## config.mk

```make
export PLATFORM = sky130hd
export DESIGN_NAME = aeb_core
export DESIGN_NICKNAME = d
export VERILOG_FILES = /design/src/design/aeb_pkg.sv /design/src/design/aeb_alu.sv /design/src/design/aeb_core.sv
export SDC_FILE = /design/constraint.sdc
export NUM_CORES = 1
export LEC_CHECK = 0
export BUFFER_PORTS_ARGS = -buffer_cell sky130_fd_sc_hd__buf_2
export CORE_ASPECT_RATIO = 1.25
export CORE_MARGIN = 3
export CORE_UTILIZATION = 35
export CTS_CLUSTER_DIAMETER = 120
export DETAILED_ROUTE_END_ITERATION = 12
export SYNTH_ARGS = -nofsm -noshare
export SYNTH_HDL_FRONTEND = slang
export SYNTH_HIERARCHICAL = 1
export SYNTH_SLANG_ARGS = --single-unit
```

## constraint.sdc

```tcl
create_clock -name clock -period 9.4 [get_ports clock]
set_clock_uncertainty 0.2 [all_clocks]
set_input_delay 2.35 -clock clock [delete_from_list [all_inputs] [get_ports clock]]
set_output_delay 2.35 -clock clock [all_outputs]
set_load 0.01 [all_outputs]
```

## src/design/aeb_pkg.sv

```systemverilog
package aeb_pkg;

	// ------------------------------------------------------------
	// Register map (byte addresses)
	// ------------------------------------------------------------
	localparam int ADDR_W = 8;
	localparam logic [7:0] REG_CMD = 8'h00;
	localparam logic [7:0] REG_OPERAND = 8'h04;
	localparam logic [7:0] REG_POINTER = 8'h08;
	localparam logic [7:0] REG_TARGET = 8'h0c;
	localparam logic [7:0] REG_FLAGS = 8'h10;
	localparam logic [7:0] REG_PC = 8'h14;
	localparam logic [7:0] REG_RESULT = 8'h18;
	localparam logic [7:0] REG_STATUS = 8'h1c;

	// ------------------------------------------------------------
	// Field positions and reset values
	// ------------------------------------------------------------
	localparam int CMD_OP_LSB = 0;
	localparam int CMD_BIT_LSB = 6;
	localparam int CMD_TWO_BIT = 9;
	localparam int FLAG_C = 0;
	localparam int FLAG_Z = 1;
	localparam int FLAG_N = 2;
	localparam int FLAG_V = 3;
	localparam int FLAG_S = 4;
	localparam int FLAG_H = 5;
	localparam int FLAG_T = 6;
	localparam int FLAG_I = 7;
	localparam logic [7:0] FLAGS_RESET = 8'h00;
	localparam logic [15:0] PC_RESET = 16'h0000;

	// ------------------------------------------------------------
	// Execution cycle counts
	// ------------------------------------------------------------
	localparam logic [2:0] CYC_ALU = 3'h1;
	localparam logic [2:0] CYC_WORD = 3'h2;
	localparam logic [2:0] CYC_MUL = 3'h2;
	localparam logic [2:0] CYC_JUMP = 3'h2;
	localparam logic [2:0] CYC_DIRECT_JUMP = 3'h3;
	localparam logic [2:0] CYC_CALL = 3'h3;
	localparam logic [2:0] CYC_DIRECT_CALL = 3'h4;
	localparam logic [2:0] CYC_RETURN = 3'h4;
	localparam logic [2:0] CYC_SKIP_ONE = 3'h2;
	localparam logic [2:0] CYC_SKIP_TWO = 3'h3;
	localparam logic [2:0] CYC_BRANCH = 3'h2;

	typedef enum logic [5:0] {
		op_add, op_add_carry, op_add_immediate_word, op_sub,
		op_subtract_with_borrow, op_subtract_immediate_word,
		op_and, op_or, op_exclusive_or_registers, op_set_mask_bits,
		op_clear_mask_bits, op_complement, op_negate, op_test,
		op_multiply, op_signed_multiply, op_mixed_sign_multiply,
		op_fractional_multiply, op_frac_signed_multiply,
		op_fractional_mixed_multiply, op_compare, op_compare_with_carry,
		op_compare_skip_equal, op_relative_jump, op_pointer_jump,
		op_direct_jump, op_relative_call, op_pointer_call,
		op_direct_call, op_return, op_interrupt_return,
		op_skip_reg_bit_clear, op_skip_reg_bit_set, op_skip_io_bit_clear,
		op_skip_io_bit_set, op_branch_flag_set, op_branch_flag_clear,
		op_branch_signed_ge, op_branch_signed_lt
	} aeb_op_e;

	typedef enum logic [1:0] {
		dest_none, dest_rd, dest_pair, dest_product
	} aeb_dest_e;

endpackage

```

## src/design/aeb_alu.sv

```systemverilog
`timescale 1ns/1ps
module aeb_alu (
	// Operation and operands
	input wire aeb_pkg::aeb_op_e op,
	input wire logic [7:0] rd_val,
	input wire logic [7:0] rr_val,
	input wire logic [15:0] word_val,
	input wire logic [15:0] imm_word,
	input wire logic [7:0] flags_in,
	// Result
	output logic [15:0] result,
	output logic [7:0] flags_out
);
	import aeb_pkg::*;

	typedef enum {fk_none, fk_add, fk_sub, fk_logic, fk_com, fk_neg,
		fk_word, fk_mul} aeb_fk_e;

	aeb_fk_e fk;
	logic [7:0] r8;
	logic [7:0] f;
	wire logic cin;
	wire logic keep_z;
	wire logic [8:0] sum9;
	wire logic [8:0] dif9;
	wire logic [7:0] neg8;
	wire logic [15:0] wres;
	wire logic a_sx;
	wire logic b_sx;
	wire logic frac;
	wire logic [15:0] prod;
	wire logic [15:0] mres;

	assign cin = (op == op_add_carry || op == op_subtract_with_borrow ||
		op == op_compare_with_carry) ? flags_in[FLAG_C] : 1'b0;
	assign keep_z = op == op_subtract_with_borrow ||
		op == op_compare_with_carry;
	assign sum9 = {1'b0, rd_val} + {1'b0, rr_val} + {8'h00, cin};
	assign dif9 = {1'b0, rd_val} - {1'b0, rr_val} - {8'h00, cin};
	assign neg8 = 8'h00 - rd_val;
	assign wres = (op == op_add_immediate_word) ? word_val + imm_word :
		word_val - imm_word;
	assign a_sx = op == op_signed_multiply || op == op_mixed_sign_multiply ||
		op == op_frac_signed_multiply || op == op_fractional_mixed_multiply;
	assign b_sx = op == op_signed_multiply || op == op_frac_signed_multiply;
	assign frac = op == op_fractional_multiply ||
		op == op_frac_signed_multiply || op == op_fractional_mixed_multiply;
	assign prod = {{8{a_sx & rd_val[7]}}, rd_val} *
		{{8{b_sx & rr_val[7]}}, rr_val};
	assign mres = frac ? {prod[14:0], 1'b0} : prod;

	// ------------------------------------------------------------
	// Byte result selection
	// ------------------------------------------------------------
	always_comb begin
		fk = fk_none;
		r8 = 8'h00;
		case (op)
		op_add, op_add_carry: begin
			r8 = sum9[7:0];
			fk = fk_add;
		end
		op_sub, op_subtract_with_borrow, op_compare,
		op_compare_with_carry: begin
			r8 = dif9[7:0];
			fk = fk_sub;
		end
		op_and: begin
			r8 = rd_val & rr_val;
			fk = fk_logic;
		end
		op_test: begin
			r8 = rd_val & rd_val;
			fk = fk_logic;
		end
		op_or, op_set_mask_bits: begin
			r8 = rd_val | rr_val;
			fk = fk_logic;
		end
		op_exclusive_or_registers: begin
			r8 = rd_val ^ rr_val;
			fk = fk_logic;
		end
		op_clear_mask_bits: begin
			r8 = rd_val & (8'hff - rr_val);
			fk = fk_logic;
		end
		op_complement: begin
			r8 = 8'hff - rd_val;
			fk = fk_com;
		end
		op_negate: begin
			r8 = neg8;
			fk = fk_neg;
		end
		op_add_immediate_word, op_subtract_immediate_word: fk = fk_word;
		op_multiply, op_signed_multiply, op_mixed_sign_multiply,
		op_fractional_multiply, op_frac_signed_multiply,
		op_fractional_mixed_multiply: fk = fk_mul;
		default: fk = fk_none;
		endcase
	end

	// ------------------------------------------------------------
	// Flag update per operation class
	// ------------------------------------------------------------
	always_comb begin
		f = flags_in;
		result = {8'h00, r8};
		case (fk)
		fk_add: begin
			f[FLAG_H] = (rd_val[3] & rr_val[3]) | (rr_val[3] & ~r8[3]) |
				(~r8[3] & rd_val[3]);
			f[FLAG_V] = (rd_val[7] & rr_val[7] & ~r8[7]) |
				(~rd_val[7] & ~rr_val[7] & r8[7]);
			f[FLAG_C] = sum9[8];
		end
		fk_sub: begin
			f[FLAG_H] = (~rd_val[3] & rr_val[3]) | (rr_val[3] & r8[3]) |
				(r8[3] & ~rd_val[3]);
			f[FLAG_V] = (rd_val[7] & ~rr_val[7] & ~r8[7]) |
				(~rd_val[7] & rr_val[7] & r8[7]);
			f[FLAG_C] = dif9[8];
		end
		fk_logic: f[FLAG_V] = 1'b0;
		fk_com: begin
			f[FLAG_V] = 1'b0;
			f[FLAG_C] = 1'b1;
		end
		fk_neg: begin
			f[FLAG_H] = neg8[3] | rd_val[3];
			f[FLAG_V] = neg8 == 8'h80;
			f[FLAG_C] = neg8 != 8'h00;
		end
		fk_word: begin
			result = wres;
			f[FLAG_N] = wres[15];
			f[FLAG_Z] = wres == 16'h0000;
			if (op == op_add_immediate_word) begin
				f[FLAG_V] = ~word_val[15] & wres[15];
				f[FLAG_C] = ~wres[15] & word_val[15];
			end else begin
				f[FLAG_V] = word_val[15] & ~wres[15];
				f[FLAG_C] = wres[15] & ~word_val[15];
			end
			f[FLAG_S] = f[FLAG_N] ^ f[FLAG_V];
		end
		fk_mul: begin
			result = mres;
			f[FLAG_C] = prod[15];
			f[FLAG_Z] = mres == 16'h0000;
		end
		default: f = flags_in;
		endcase
		if (fk != fk_none && fk != fk_word && fk != fk_mul) begin
			f[FLAG_N] = r8[7];
			f[FLAG_Z] = (r8 == 8'h00) & (~keep_z | flags_in[FLAG_Z]);
		end
		flags_out = f;
	end

endmodule

```

## src/design/aeb_core.sv

```systemverilog
// Summary of operation
// - Add two bytes, optional carry in, one cycle, Z C N V H.
// - Add or subtract immediate on word pair, two cycles, Z C N V S.
// - Subtract register or constant, one cycle, Z C N V H.
// - Subtract with borrow also takes carry away, one cycle.
// - AND, OR, XOR in one cycle; Z N V only, carry kept.
// - Set mask ORs constant; clear mask ANDs with 0xff minus mask.
// - Test ANDs value with itself, keeps it, sets Z N V.
// - Byte multiplies write 16-bit product to pair, two cycles, Z C.
// - Fractional multiplies shift product left once before storing.
// - Relative jump PC+k+1, pointer jump from Z: two cycles; direct three.
// - Relative and pointer calls three cycles, direct four, returns four.
// - Compare and skip if equal advances PC by 2 or 3.
// - Compares compute difference without storing, update five flags.
// - Skip on register bit clear or set, one to three cycles.
// - Skip on I/O register bit clear or set, one to three cycles.
// - Flag branches test chosen flag, target PC+k+1, one or two cycles.
// - Signed branches decide on N xor V being zero or one.
// - Unsigned branches follow carry clear or set.
// - Interrupt enable branches follow the I flag.
// - Named flag branches never alter any flag.
//
// Decided for this implementation: the APB interface to the registers and the address map.
`timescale 1ns/1ps
module aeb_core (
	// Clock and reset
	input wire logic clock,
	input wire logic rst,
	// APB slave
	input wire logic psel,
	input wire logic penable,
	input wire logic pwrite,
	input wire logic [aeb_pkg::ADDR_W-1:0] paddr,
	input wire logic [31:0] pwdata,
	output logic [31:0] prdata,
	output logic pready,
	output logic pslverr,
	// Core state
	output logic [7:0] status_flags_register,
	output logic [15:0] pc,
	output logic busy,
	// Write-back and stack
	output logic wb_valid,
	output aeb_pkg::aeb_dest_e wb_dest,
	output logic [15:0] wb_data,
	output logic push_valid,
	output logic [15:0] push_addr
);
	import aeb_pkg::*;

	typedef enum logic {st_idle, st_exec} aeb_state_e;

	aeb_state_e state_q;
	aeb_op_e op_q;
	aeb_dest_e wb_kind_q;
	logic [2:0] bit_q, cnt_q, last_cyc_q;
	logic [7:0] rd_q, rr_q, io_q, flags_q;
	logic [15:0] word_q, z_q, stack_q, k_q, pc_q, res_q, push_q;
	logic two_q, wb_valid_q, push_valid_q, err_q;
	logic [31:0] rdata_q;

	// ------------------------------------------------------------
	// APB decode
	// ------------------------------------------------------------
	wire logic setup = psel & ~penable;
	wire logic hit_cmd = paddr == REG_CMD;
	wire logic hit_operand = paddr == REG_OPERAND;
	wire logic hit_pointer = paddr == REG_POINTER;
	wire logic hit_target = paddr == REG_TARGET;
	wire logic hit_flags = paddr == REG_FLAGS;
	wire logic hit_pc = paddr == REG_PC;
	wire logic hit_result = paddr == REG_RESULT;
	wire logic hit_status = paddr == REG_STATUS;
	wire logic writable = hit_cmd | hit_operand | hit_pointer |
		hit_target | hit_flags | hit_pc;
	wire logic mapped = writable | hit_result | hit_status;
	wire logic busy_w = state_q == st_exec;
	wire logic bad = ~mapped | (pwrite & (busy_w | ~writable));
	wire logic wr = psel & penable & pwrite & ~err_q;
	wire logic start = wr & hit_cmd;
	wire logic [31:0] rd_mux =
		hit_cmd ? {22'h0, two_q, bit_q, op_q} :
		hit_operand ? {word_q, rr_q, rd_q} :
		hit_pointer ? {stack_q, z_q} :
		hit_target ? {8'h00, io_q, k_q} :
		hit_flags ? {24'h000000, flags_q} :
		hit_pc ? {16'h0000, pc_q} :
		hit_result ? {push_q, res_q} :
		hit_status ? {26'h0, last_cyc_q, wb_kind_q, busy_w} :
		32'h00000000;

	// ------------------------------------------------------------
	// Datapath
	// ------------------------------------------------------------
	logic [15:0] alu_res;
	logic [7:0] alu_flags;
	aeb_alu u_alu (
		.op(op_q), .rd_val(rd_q), .rr_val(rr_q), .word_val(word_q),
		.imm_word(k_q), .flags_in(flags_q), .result(alu_res),
		.flags_out(alu_flags)
	);

	// ------------------------------------------------------------
	// Branch and skip decision
	// ------------------------------------------------------------
	wire logic nxv = flags_q[FLAG_N] ^ flags_q[FLAG_V];
	wire logic [15:0] rel_target = pc_q + k_q + 16'h0001;
	wire logic [15:0] skip_target = pc_q + (two_q ? 16'h0003 : 16'h0002);
	wire logic [15:0] next_seq = pc_q + 16'h0001;
	logic taken;
	logic [2:0] need;
	logic [15:0] pc_d, push_d;
	logic push_d_valid;
	aeb_dest_e dest_d;

	always_comb begin
		case (op_q)
		op_compare_skip_equal: taken = rd_q == rr_q;
		op_skip_reg_bit_clear: taken = ~rd_q[bit_q];
		op_skip_reg_bit_set: taken = rd_q[bit_q];
		op_skip_io_bit_clear: taken = ~io_q[bit_q];
		op_skip_io_bit_set: taken = io_q[bit_q];
		op_branch_flag_set: taken = flags_q[bit_q];
		op_branch_flag_clear: taken = ~flags_q[bit_q];
		op_branch_signed_ge: taken = ~nxv;
		op_branch_signed_lt: taken = nxv;
		default: taken = 1'b0;
		endcase
	end
	always_comb begin
		need = CYC_ALU;
		pc_d = next_seq;
		push_d = next_seq;
		push_d_valid = 1'b0;
		case (op_q)
		op_add_immediate_word, op_subtract_immediate_word:
			need = CYC_WORD;
		op_multiply, op_signed_multiply, op_mixed_sign_multiply,
		op_fractional_multiply, op_frac_signed_multiply,
		op_fractional_mixed_multiply: need = CYC_MUL;
		op_relative_jump: begin
			need = CYC_JUMP;
			pc_d = rel_target;
		end
		op_pointer_jump: begin
			need = CYC_JUMP;
			pc_d = z_q;
		end
		op_direct_jump: begin
			need = CYC_DIRECT_JUMP;
			pc_d = k_q;
		end
		op_relative_call, op_pointer_call: begin
			need = CYC_CALL;
			pc_d = (op_q == op_pointer_call) ? z_q : rel_target;
			push_d_valid = 1'b1;
		end
		op_direct_call: begin
			need = CYC_DIRECT_CALL;
			pc_d = k_q;
			push_d = pc_q + 16'h0002;
			push_d_valid = 1'b1;
		end
		op_return, op_interrupt_return: begin
			need = CYC_RETURN;
			pc_d = stack_q;
		end
		op_compare_skip_equal, op_skip_reg_bit_clear, op_skip_reg_bit_set,
		op_skip_io_bit_clear, op_skip_io_bit_set: begin
			if (taken) begin
				need = two_q ? CYC_SKIP_TWO : CYC_SKIP_ONE;
				pc_d = skip_target;
			end
		end
		op_branch_flag_set, op_branch_flag_clear, op_branch_signed_ge,
		op_branch_signed_lt: begin
			if (taken) begin
				need = CYC_BRANCH;
				pc_d = rel_target;
			end
		end
		default: need = CYC_ALU;
		endcase
	end

	// Compares and test leave the registers untouched
	always_comb begin
		case (op_q)
		op_add, op_add_carry, op_sub, op_subtract_with_borrow,
		op_and, op_or, op_exclusive_or_registers, op_set_mask_bits,
		op_clear_mask_bits, op_complement, op_negate: dest_d = dest_rd;
		op_add_immediate_word, op_subtract_immediate_word:
			dest_d = dest_pair;
		op_multiply, op_signed_multiply, op_mixed_sign_multiply,
		op_fractional_multiply, op_frac_signed_multiply,
		op_fractional_mixed_multiply: dest_d = dest_product;
		default: dest_d = dest_none;
		endcase
	end

	wire logic done = busy_w && cnt_q == need;
	wire logic [7:0] flags_d = (op_q == op_interrupt_return) ?
		(flags_q | 8'h80) : alu_flags;

	// ------------------------------------------------------------
	// Sequencer
	// ------------------------------------------------------------
	always_ff @(posedge clock) begin
		if (rst) begin
			state_q <= st_idle;
			cnt_q <= 3'h0;
		end else if (start) begin
			state_q <= st_exec;
			cnt_q <= 3'h1;
		end else if (done) begin
			state_q <= st_idle;
		end else if (busy_w) begin
			cnt_q <= cnt_q + 3'h1;
		end
	end

	always_ff @(posedge clock) begin
		if (rst) begin
			op_q <= op_add;
			bit_q <= 3'h0;
			two_q <= 1'b0;
		end else if (start) begin
			op_q <= aeb_op_e'(pwdata[CMD_OP_LSB +: 6]);
			bit_q <= pwdata[CMD_BIT_LSB +: 3];
			two_q <= pwdata[CMD_TWO_BIT];
		end
	end

	always_ff @(posedge clock) begin
		if (rst) begin
			rd_q <= 8'h00;
			rr_q <= 8'h00;
			word_q <= 16'h0000;
			z_q <= 16'h0000;
			stack_q <= 16'h0000;
			k_q <= 16'h0000;
			io_q <= 8'h00;
		end else if (wr) begin
			if (hit_operand)
				{word_q, rr_q, rd_q} <= pwdata;
			if (hit_pointer)
				{stack_q, z_q} <= pwdata;
			if (hit_target)
				{io_q, k_q} <= pwdata[23:0];
		end
	end

	// Flags and PC change only at commit or by an idle write
	always_ff @(posedge clock) begin
		if (rst) begin
			flags_q <= FLAGS_RESET;
			pc_q <= PC_RESET;
		end else if (done) begin
			flags_q <= flags_d;
			pc_q <= pc_d;
		end else if (wr) begin
			if (hit_flags)
				flags_q <= pwdata[7:0];
			if (hit_pc)
				pc_q <= pwdata[15:0];
		end
	end

	always_ff @(posedge clock) begin
		if (rst) begin
			res_q <= 16'h0000;
			push_q <= 16'h0000;
			wb_valid_q <= 1'b0;
			wb_kind_q <= dest_none;
			push_valid_q <= 1'b0;
			last_cyc_q <= 3'h0;
		end else begin
			wb_valid_q <= done && dest_d != dest_none;
			push_valid_q <= done && push_d_valid;
			if (done) begin
				res_q <= alu_res;
				push_q <= push_d;
				wb_kind_q <= dest_d;
				last_cyc_q <= cnt_q;
			end
		end
	end

	always_ff @(posedge clock) begin
		if (rst) begin
			rdata_q <= 32'h00000000;
			err_q <= 1'b0;
		end else if (setup) begin
			rdata_q <= pwrite ? 32'h00000000 : rd_mux;
			err_q <= bad;
		end
	end

	assign prdata = rdata_q;
	assign pready = 1'b1;
	assign pslverr = psel & penable & err_q;
	assign status_flags_register = flags_q;
	assign pc = pc_q;
	assign busy = busy_w;
	assign wb_valid = wb_valid_q;
	assign wb_dest = wb_kind_q;
	assign wb_data = res_q;
	assign push_valid = push_valid_q;
	assign push_addr = push_q;

	wire logic is_mul = dest_d == dest_product;
	wire logic is_logic = op_q == op_and || op_q == op_or ||
		op_q == op_exclusive_or_registers;
	wire logic is_branch = op_q == op_branch_flag_set ||
		op_q == op_branch_flag_clear || op_q == op_branch_signed_ge ||
		op_q == op_branch_signed_lt;
endmodule

```

==> out/results.tsv, run 1 <==
metric	value	unit
outcome	completed	
antenna_found_initial	2	
slew_headroom	19.3	%
timing.fmax	128	MHz
finalNetCount	2548	
critPathCapture	status_flags_register[1]$_SDFFE_PP0P_	
overflow	0	
finalInstanceArea	19500	um^2
synth.largest_area_cell	dfxtp_1	
grt_pass1_vias	17274	
critPathMaxFanout	33	
r2r-start	op_q[4]$_SDFFE_PP0P_	
setup-violations-final	0	
comb_power_share	3.9	%
globalRouteTotalUtil	26.2	%
clk_pin_slew	0.09	ns
dr_total_vias	17895	
synth_area_leaders	dfxtp_1 (23%), fa_1 (7.8%), ha_1 (7.4%), nand2_1 (6.7%), a21oi_1 (5.4%)	
cap_violations	0	
cp-startpoint	op_q[4]$_SDFFE_PP0P_	
grt_max_degree	95	
synth_fp_nets	2502	
cts-root-buf	clkbuf_16	
num_io_pins	140	
design.core.area	49600	um^2
ir_drop	0.125	mV
r2r_setup_slack	1.57	ns
synth_commonest_cells	nand2_1 (318), nor2_1 (216), dfxtp_1 (200)	
yosysMostFrequentCell	nand2_1	
netlist_instances	2284	
antenna_cells	0	
final-max-slew-violation-count	0	
route.detailed.drc	0	
wl	73.1	mm
grt_pass1_wl	109	mm
dp_hpwl	56.5	mm
p_total	1.74	mW
area_growth	10.4	%
ant_nets	0	
clock_latency	0.48	ns
synth-edff-count	0	
tightest_slew	1.20	ns
cts_resized	0	
reg2reg_to	status_flags_register[1]$_SDFFE_PP0P_	
cts_buffer_depth	2	
holdWs	0.280	ns
timing_worst_setup_path_type	reg2reg	
place_area	18900	um^2
fin_tns_setup	0	ns
wl_per_cell	24.4	um
synth_top_family_by_area	compound AO/OA/AOI/OAI gates	
cellLeakagePower	7.38	nW
swShare	28.6	%
ys_warn_count	6	
first_pass_iters	6	
synth_fa_ha_area_share	15.2	%
detail_route.iter0.violations	1969	
via_per_inst	5.98	
switchingPower	0.496	mW
hp-class	reg2reg	
htree_num_levels	4	
powerDensity	88.9	nW/um^2
hold_violations	0	
die_width	207	um
synth-simple-area-share	20.5	%
drive_above_1_share	10.8	%
synth_seq_area_share	22.6	%
synth_area_per_cell	7.74	um^2
post_cts_buffers	0	
ys_types	92	
fin_crit_sh	83.3	%
cp.required	9.57	ns
numCtsBuffers	17	
start_kind	register	
ys_seq_elements	200	
asyncSetResetFlopFracSynth	0	%
synth-compound-area-share	23.2	%
crit_arrival	8.00	ns
port-buffer-count	138	
syn_area	17700	um^2
power_frac_clock	47.3	%
cts_tree	built	
end_kind	register	
hp-start	io_q[4]$_SDFFE_PP0P_	
place.gp.congestion	0.973	
die_h	257	um
yosys.area.top_type_share	22.6	%
synth.area.mux_share	5.40	%
p_int	1.24	mW
ff2ff_path_depth	25	
period_minus_slack	7.83	ns
rsz0062_at_grt	no	
rows	91	
die-area	53300	um^2
p_seq_share	48.8	%
ys.flop_type	dfxtp_1	
hold_buffers	0	
clkSinkCount	200	
synth-xor-area-share	6.40	%
initial_core_util	35.6	%
## power by group through the flow
| stage | clock (mW) | combinational (mW) | sequential [mW] |
|---|---|---|---|
| final | 0.821 | 0.0678 | 0.848 |
| after global placement | 0 | 0.0652 | 0.868 |
| after detailed placement | 0 | 0.0655 | 0.868 |
| after CTS | 0.829 | 0.0656 | 0.848 |
| after global routing | 0.855 | 0.0702 | 0.848 |
| after floorplan | 0 | 0.0316 | 0.867 |
## registers in the layout (all words and copies together), names as in the netlist, 3 cells and up, named ones only
name,cells
io_q,8
prdata,32
last_cyc_q,3
stack_q,16
word_q,16
cnt_q,3
wb_data,16
z_q,16
rd_q,8
pc,16
bit_q,3
push_addr,16
status_flags_register,8
rr_q,8
k_q,16
op_q,6
## kinds of logic (layout without fill, tap and decap cells)
kind of cell / count (synthesis) / in the layout
and+or+nand+nor: 787 / 787
AOI/OAI and AO/OA: 615 / 615
buffers and inverters: 293 / 352
DFF: 200 / 200
adders and majority gates: 174 / 174
xor gates and xnor gates: 127 / 127
muxes: 87 / 87
other: 1 / 1
## final cells by class
class	instances	area (um^2)
clock inverters	15	229
clock buffers	17	425
flip-flops and latches	200	4000
repair buffers	180	1010
well taps	651	815
fillers	5252	30100
multi-input cells	1791	12500
inverters	140	526
## per-layer routing
metal	up-vias	part of all wire [%]	GRT usage (%)	wire length [um]
met2	886	48	45.2	35100
met4	6	5.8	13.3	4260
met3	221	7.1	3.39	5220
met5	-	0.053	0	39
met1	8590	39	32.1	28500
li1	8192	-	-	-
## per-stage QoR
stage                     cells  util (%)  setup WS [ns]
final                      2994      39.3           1.57
after CTS                  2994      39.3           1.58
after global placement     2962      38.0           1.72
after floorplan            2284         -           2.48
after global routing       2994      39.3           1.11
after detailed placement   2962      38.0           1.61
## critical path, stage by stage (launching register included)
cell,delay [ns]
dfxtp_1,0.32
buf_4,0.31
or3b_2,0.58
o22ai_1,0.19
nand4b_1,0.48
nand2b_1,0.36
fa_1,0.52
fa_1,0.55
inv_1,0.06
fa_1,0.52
fa_1,0.55
inv_1,0.05
fa_1,0.50
inv_1,0.04
ha_1,0.34
o21a_1,0.18
o31a_1,0.11
o21a_1,0.18
nor2_1,0.11
xnor2_1,0.12
or4_1,0.53
nor4_1,0.24
o211ai_1,0.16
nand3_1,0.14
nor3b_1,0.07
a2111oi_2,0.31
## placed cells by master (no fill, tap or decap), types with 9 or more instances in the layout
cell,Yosys,routed
nor2b_1,28,28
o31ai_1,12,12
or3_1,12,12
o211ai_1,13,13
o221ai_1,12,12
ha_1,104,104
o21ai_0,90,90
a22oi_1,64,64
nand3_1,32,32
a31oi_1,10,10
o311ai_0,9,9
nor3_1,53,52
nand4_1,14,14
mux2i_1,76,76
nand2b_1,19,19
nor4_1,13,13
buf_2,8,137
o22ai_1,29,29
xor2_1,42,42
inv_1,133,133
a21oi_1,190,190
clkbuf_16,0,17
xnor2_1,84,84
fa_1,69,69
a222oi_1,14,14
a21o_1,19,19
o21a_1,11,11
buf_4,8,42
dfxtp_1,200,200
a211oi_1,50,50
nor2_1,216,214
nand2_1,318,318
a221o_1,15,15
and2_1,9,9
nor3b_1,10,10
a221oi_1,14,14
## worst min path at each step
| stage | to | cells after the start |
|---|---|---|
| after floorplan | z_q[8]$_SDFFE_PP0P_ | 2 |
| after global placement | io_q[2]$_SDFFE_PP0P_ | 2 |
| after detailed placement | io_q[2]$_SDFFE_PP0P_ | 2 |
| after CTS | io_q[2]$_SDFFE_PP0P_ | 2 |
| after global routing | io_q[2]$_SDFFE_PP0P_ | 2 |
| final | io_q[4]$_SDFFE_PP0P_ | 2 |
Power figures use the tool's default switching activity.
==> inputs of run 2 (changes only) <==
- ABC_AREA: default -> 1
- clock period: 9.4 -> 7.6 ns (I/O delays scaled with it)
==> out/results.tsv, run 2 <==
metric	value	unit	change
outcome	completed		
numCtsBuffers	17		unchanged
critPathMaxFanout	11		-67%
cts_tree	built		
route.detailed.drc	0		unchanged
hp-class	reg2reg		
cts_buffer_depth	2		unchanged
synth.largest_area_cell	dfxtp_1		
cellLeakagePower	9.84	nW	+33%
via_per_inst	5.48		-8.3%
num-fill-cells	5803		+10%
globalRouteTotalUtil	27.0	%	+0.76 points
grt_pass1_wl	116	mm	+6.3%
ys.flop_type	dfxtp_1		
grt_pass1_vias	19056		+10%
reg2reg_to	status_flags_register[1]$_SDFFE_PP0P_		
grt_max_degree	101		+6.3%
dp_hpwl	61.9	mm	+9.5%
cp.required	7.80	ns	-1.77 ns
port-buffer-count	138		unchanged
ant_nets	0		unchanged
htree_num_levels	4		unchanged
cts-root-buf	clkbuf_16		
num_io_pins	140		unchanged
area_growth	9.74	%	
ir_drop	0.0913	mV	-27%
antenna_cells	0		unchanged
detail_route.iter0.violations	2067		+5.0%
p_total	2.04	mW	+17%
die_width	213	um	+2.8%
period_minus_slack	6.69	ns	-1.14 ns
rows	94		+3.3%
hold_violations	0		unchanged
hold_buffers	0		unchanged
powerDensity	99.3	nW/um^2	+12%
antenna_found_initial	0		-2
place.gp.congestion	0.982		+0.91%
ff2ff_path_depth	38		+52%
end_kind	register		
clk_pin_slew	0.07	ns	-0.02 ns
die_h	265	um	+2.8%
largest_reg_flops	32		unchanged
finalInstanceArea	20500	um^2	+5.1%
ys_seq_elements	200		unchanged
wl_per_cell	21.0	um	-14%
place_area	20000	um^2	+5.9%
finalNetCount	3231		+27%
drive_above_1_share	9.58	%	-1.2 points
clock_latency	0.47	ns	about the same
cpMaxStageDelayCell	dfxtp_1		
initial_core_util	35.4	%	-0.19 points
synth_area_leaders	dfxtp_1 (21%), nand2_1 (13%), inv_1 (9.0%), fa_1 (7.4%), ha_1 (7.0%)		
synth_fp_nets	3156		+26%
r2r-start	op_q[2]$_SDFFE_PP0P_		
synth-edff-count	0		unchanged
overflow	0		unchanged
cts_resized	0		unchanged
syn_area	18700	um^2	+5.8%
clkSinkCount	200		unchanged
post_cts_buffers	0		unchanged
rsz0062_at_grt	no		
crit_arrival	6.89	ns	-1.11 ns
cp-startpoint	op_q[2]$_SDFFE_PP0P_		
fin_tns_setup	0	ns	unchanged
critPathCapture	status_flags_register[1]$_SDFFE_PP0P_		
synth_seq_area_share	21.4	%	-1.2 points
final-max-slew-violation-count	0		unchanged
slew_headroom	26.7	%	+7.4 points
dr_total_vias	20271		+13%
design.core.area	52800	um^2	+6.4%
first_pass_iters	6		unchanged
fin_crit_sh	88.0	%	+4.7 points
synth_area_per_cell	6.37	um^2	-18%
timing_worst_setup_path_type	reg2reg		
wl	77.6	mm	+6.2%
setup-violations-final	0		unchanged
start_kind	register		
yosysMostFrequentCell	nand2_1		
r2r_setup_slack	0.91	ns	-0.66 ns
timing.fmax	149	MHz	+17%
netlist_instances	2938		+29%
final_cell_mix	nand2_1 (660), inv_1 (446), nor2_1 (266), a21oi_1 (230), o21ai_0 (228)		
crit_top_cell	nand2_1		
ys_warn_count	6		unchanged
synth_commonest_cells	nand2_1 (660), inv_1 (447), nor2_1 (266)		
tightest_slew	1.10	ns	-0.104 ns
cap_violations	0		unchanged
ys_types	60		-35%
die-area	56300	um^2	+5.7%
critPathMaxStageDelay	0.67	ns	+0.09 ns
asyncSetResetFlopFracSynth	0	%	unchanged
layout_commonest_cell	nand2_1		
yosys.area.top_type_share	21.4	%	-1.2 points
[run 2: cell count changes after synthesis, moves of 61 or more]
cell / delta
nand2_1: +342
inv_1: +314
nand3_1: +161
o21ai_0: +138
mux2i_1: -76
xnor2_1: -64
a22oi_1: -61
[run 2: metal layers]
layer,up-vias,part of all wire [%],GRT usage [%]
li1,9687,-,-
met1,9366,40,33.8
met2,983,46,44.4
met3,235,7.0,3.11
met4,0,7.1,16.1
met5,-,0,0
[run 2: how the worst min path moves through the flow]
stage	startpoint	end	slack (ns)	cells past startpoint
2_1_floorplan	last_cyc_q[1]$_SDFFE_PP0N_	last_cyc_q[1]$_SDFFE_PP0N_	0.23	2
3_3_place_gp	prdata[18]$_SDFFE_PP0P_	prdata[18]$_SDFFE_PP0P_	0.25	2
3_5_place_dp	prdata[18]$_SDFFE_PP0P_	prdata[18]$_SDFFE_PP0P_	0.26	2
4_1_cts	prdata[18]$_SDFFE_PP0P_	prdata[18]$_SDFFE_PP0P_	0.27	2
5_1_grt	prdata[23]$_SDFFE_PP0P_	prdata[23]$_SDFFE_PP0P_	0.28	2
6_report	prdata[18]$_SDFFE_PP0P_	prdata[18]$_SDFFE_PP0P_	0.26	2
[run 2: final cells by class]
cell class / instances / area, um^2 / share of cell area [%]
Clock buffer: 19 / 443 / 2.16
Clock inverter: 13 / 109 / 0.530
Inverter: 476 / 1790 / 8.72
Multi-Input combinational cell: 2150 / 12400 / 60.5
Sequential cell: 200 / 4000 / 19.5
Tap cell: 672 / 841 / 4.09
Timing Repair Buffer: 168 / 916 / 4.46
[run 2: power by group]
part | internal (mW) | leakage, nW | switching, mW
logic | 0.0224 | 7.97 | 0.0687
registers | 1.05 | 1.61 | 0.00103
clock network | 0.436 | 0.257 | 0.464
[run 2: kinds of logic after synthesis]
logic type / Yosys count / share of synthesized area, %
simple gates: 1273 / 29.7
compound gates: 629 / 18.9
buf+inv: 588 / 12.2
flops: 200 / 21.4
fa+ha+maj: 173 / 14.3
xor+xnor: 74 / 3.46
other cells: 1 / 0.0200
[run 2: per-stage QoR]
step | hold slack (ns) | cells | setup slack [ns] | util [%]
after detailed placement | 0.255 | 3666 | 0.929 | 37.8
after CTS | 0.266 | 3698 | 0.893 | 38.9
after global routing | 0.284 | 3698 | 0.341 | 38.9
final | 0.263 | 3698 | 0.910 | 38.9
after global placement | 0.253 | 3666 | 0.962 | 37.8
after floorplan | 0.230 | 2938 | 1.68 | -
[run 2: worst max-delay path: cells and delay by family (launching register included)]
kind	cells	cell delay, ns
AND/OR/NAND/NOR	25	2.34
buffers and inverters	7	0.40
adder cells (fa/ha/maj)	6	3.02
flip-flops	1	0.67
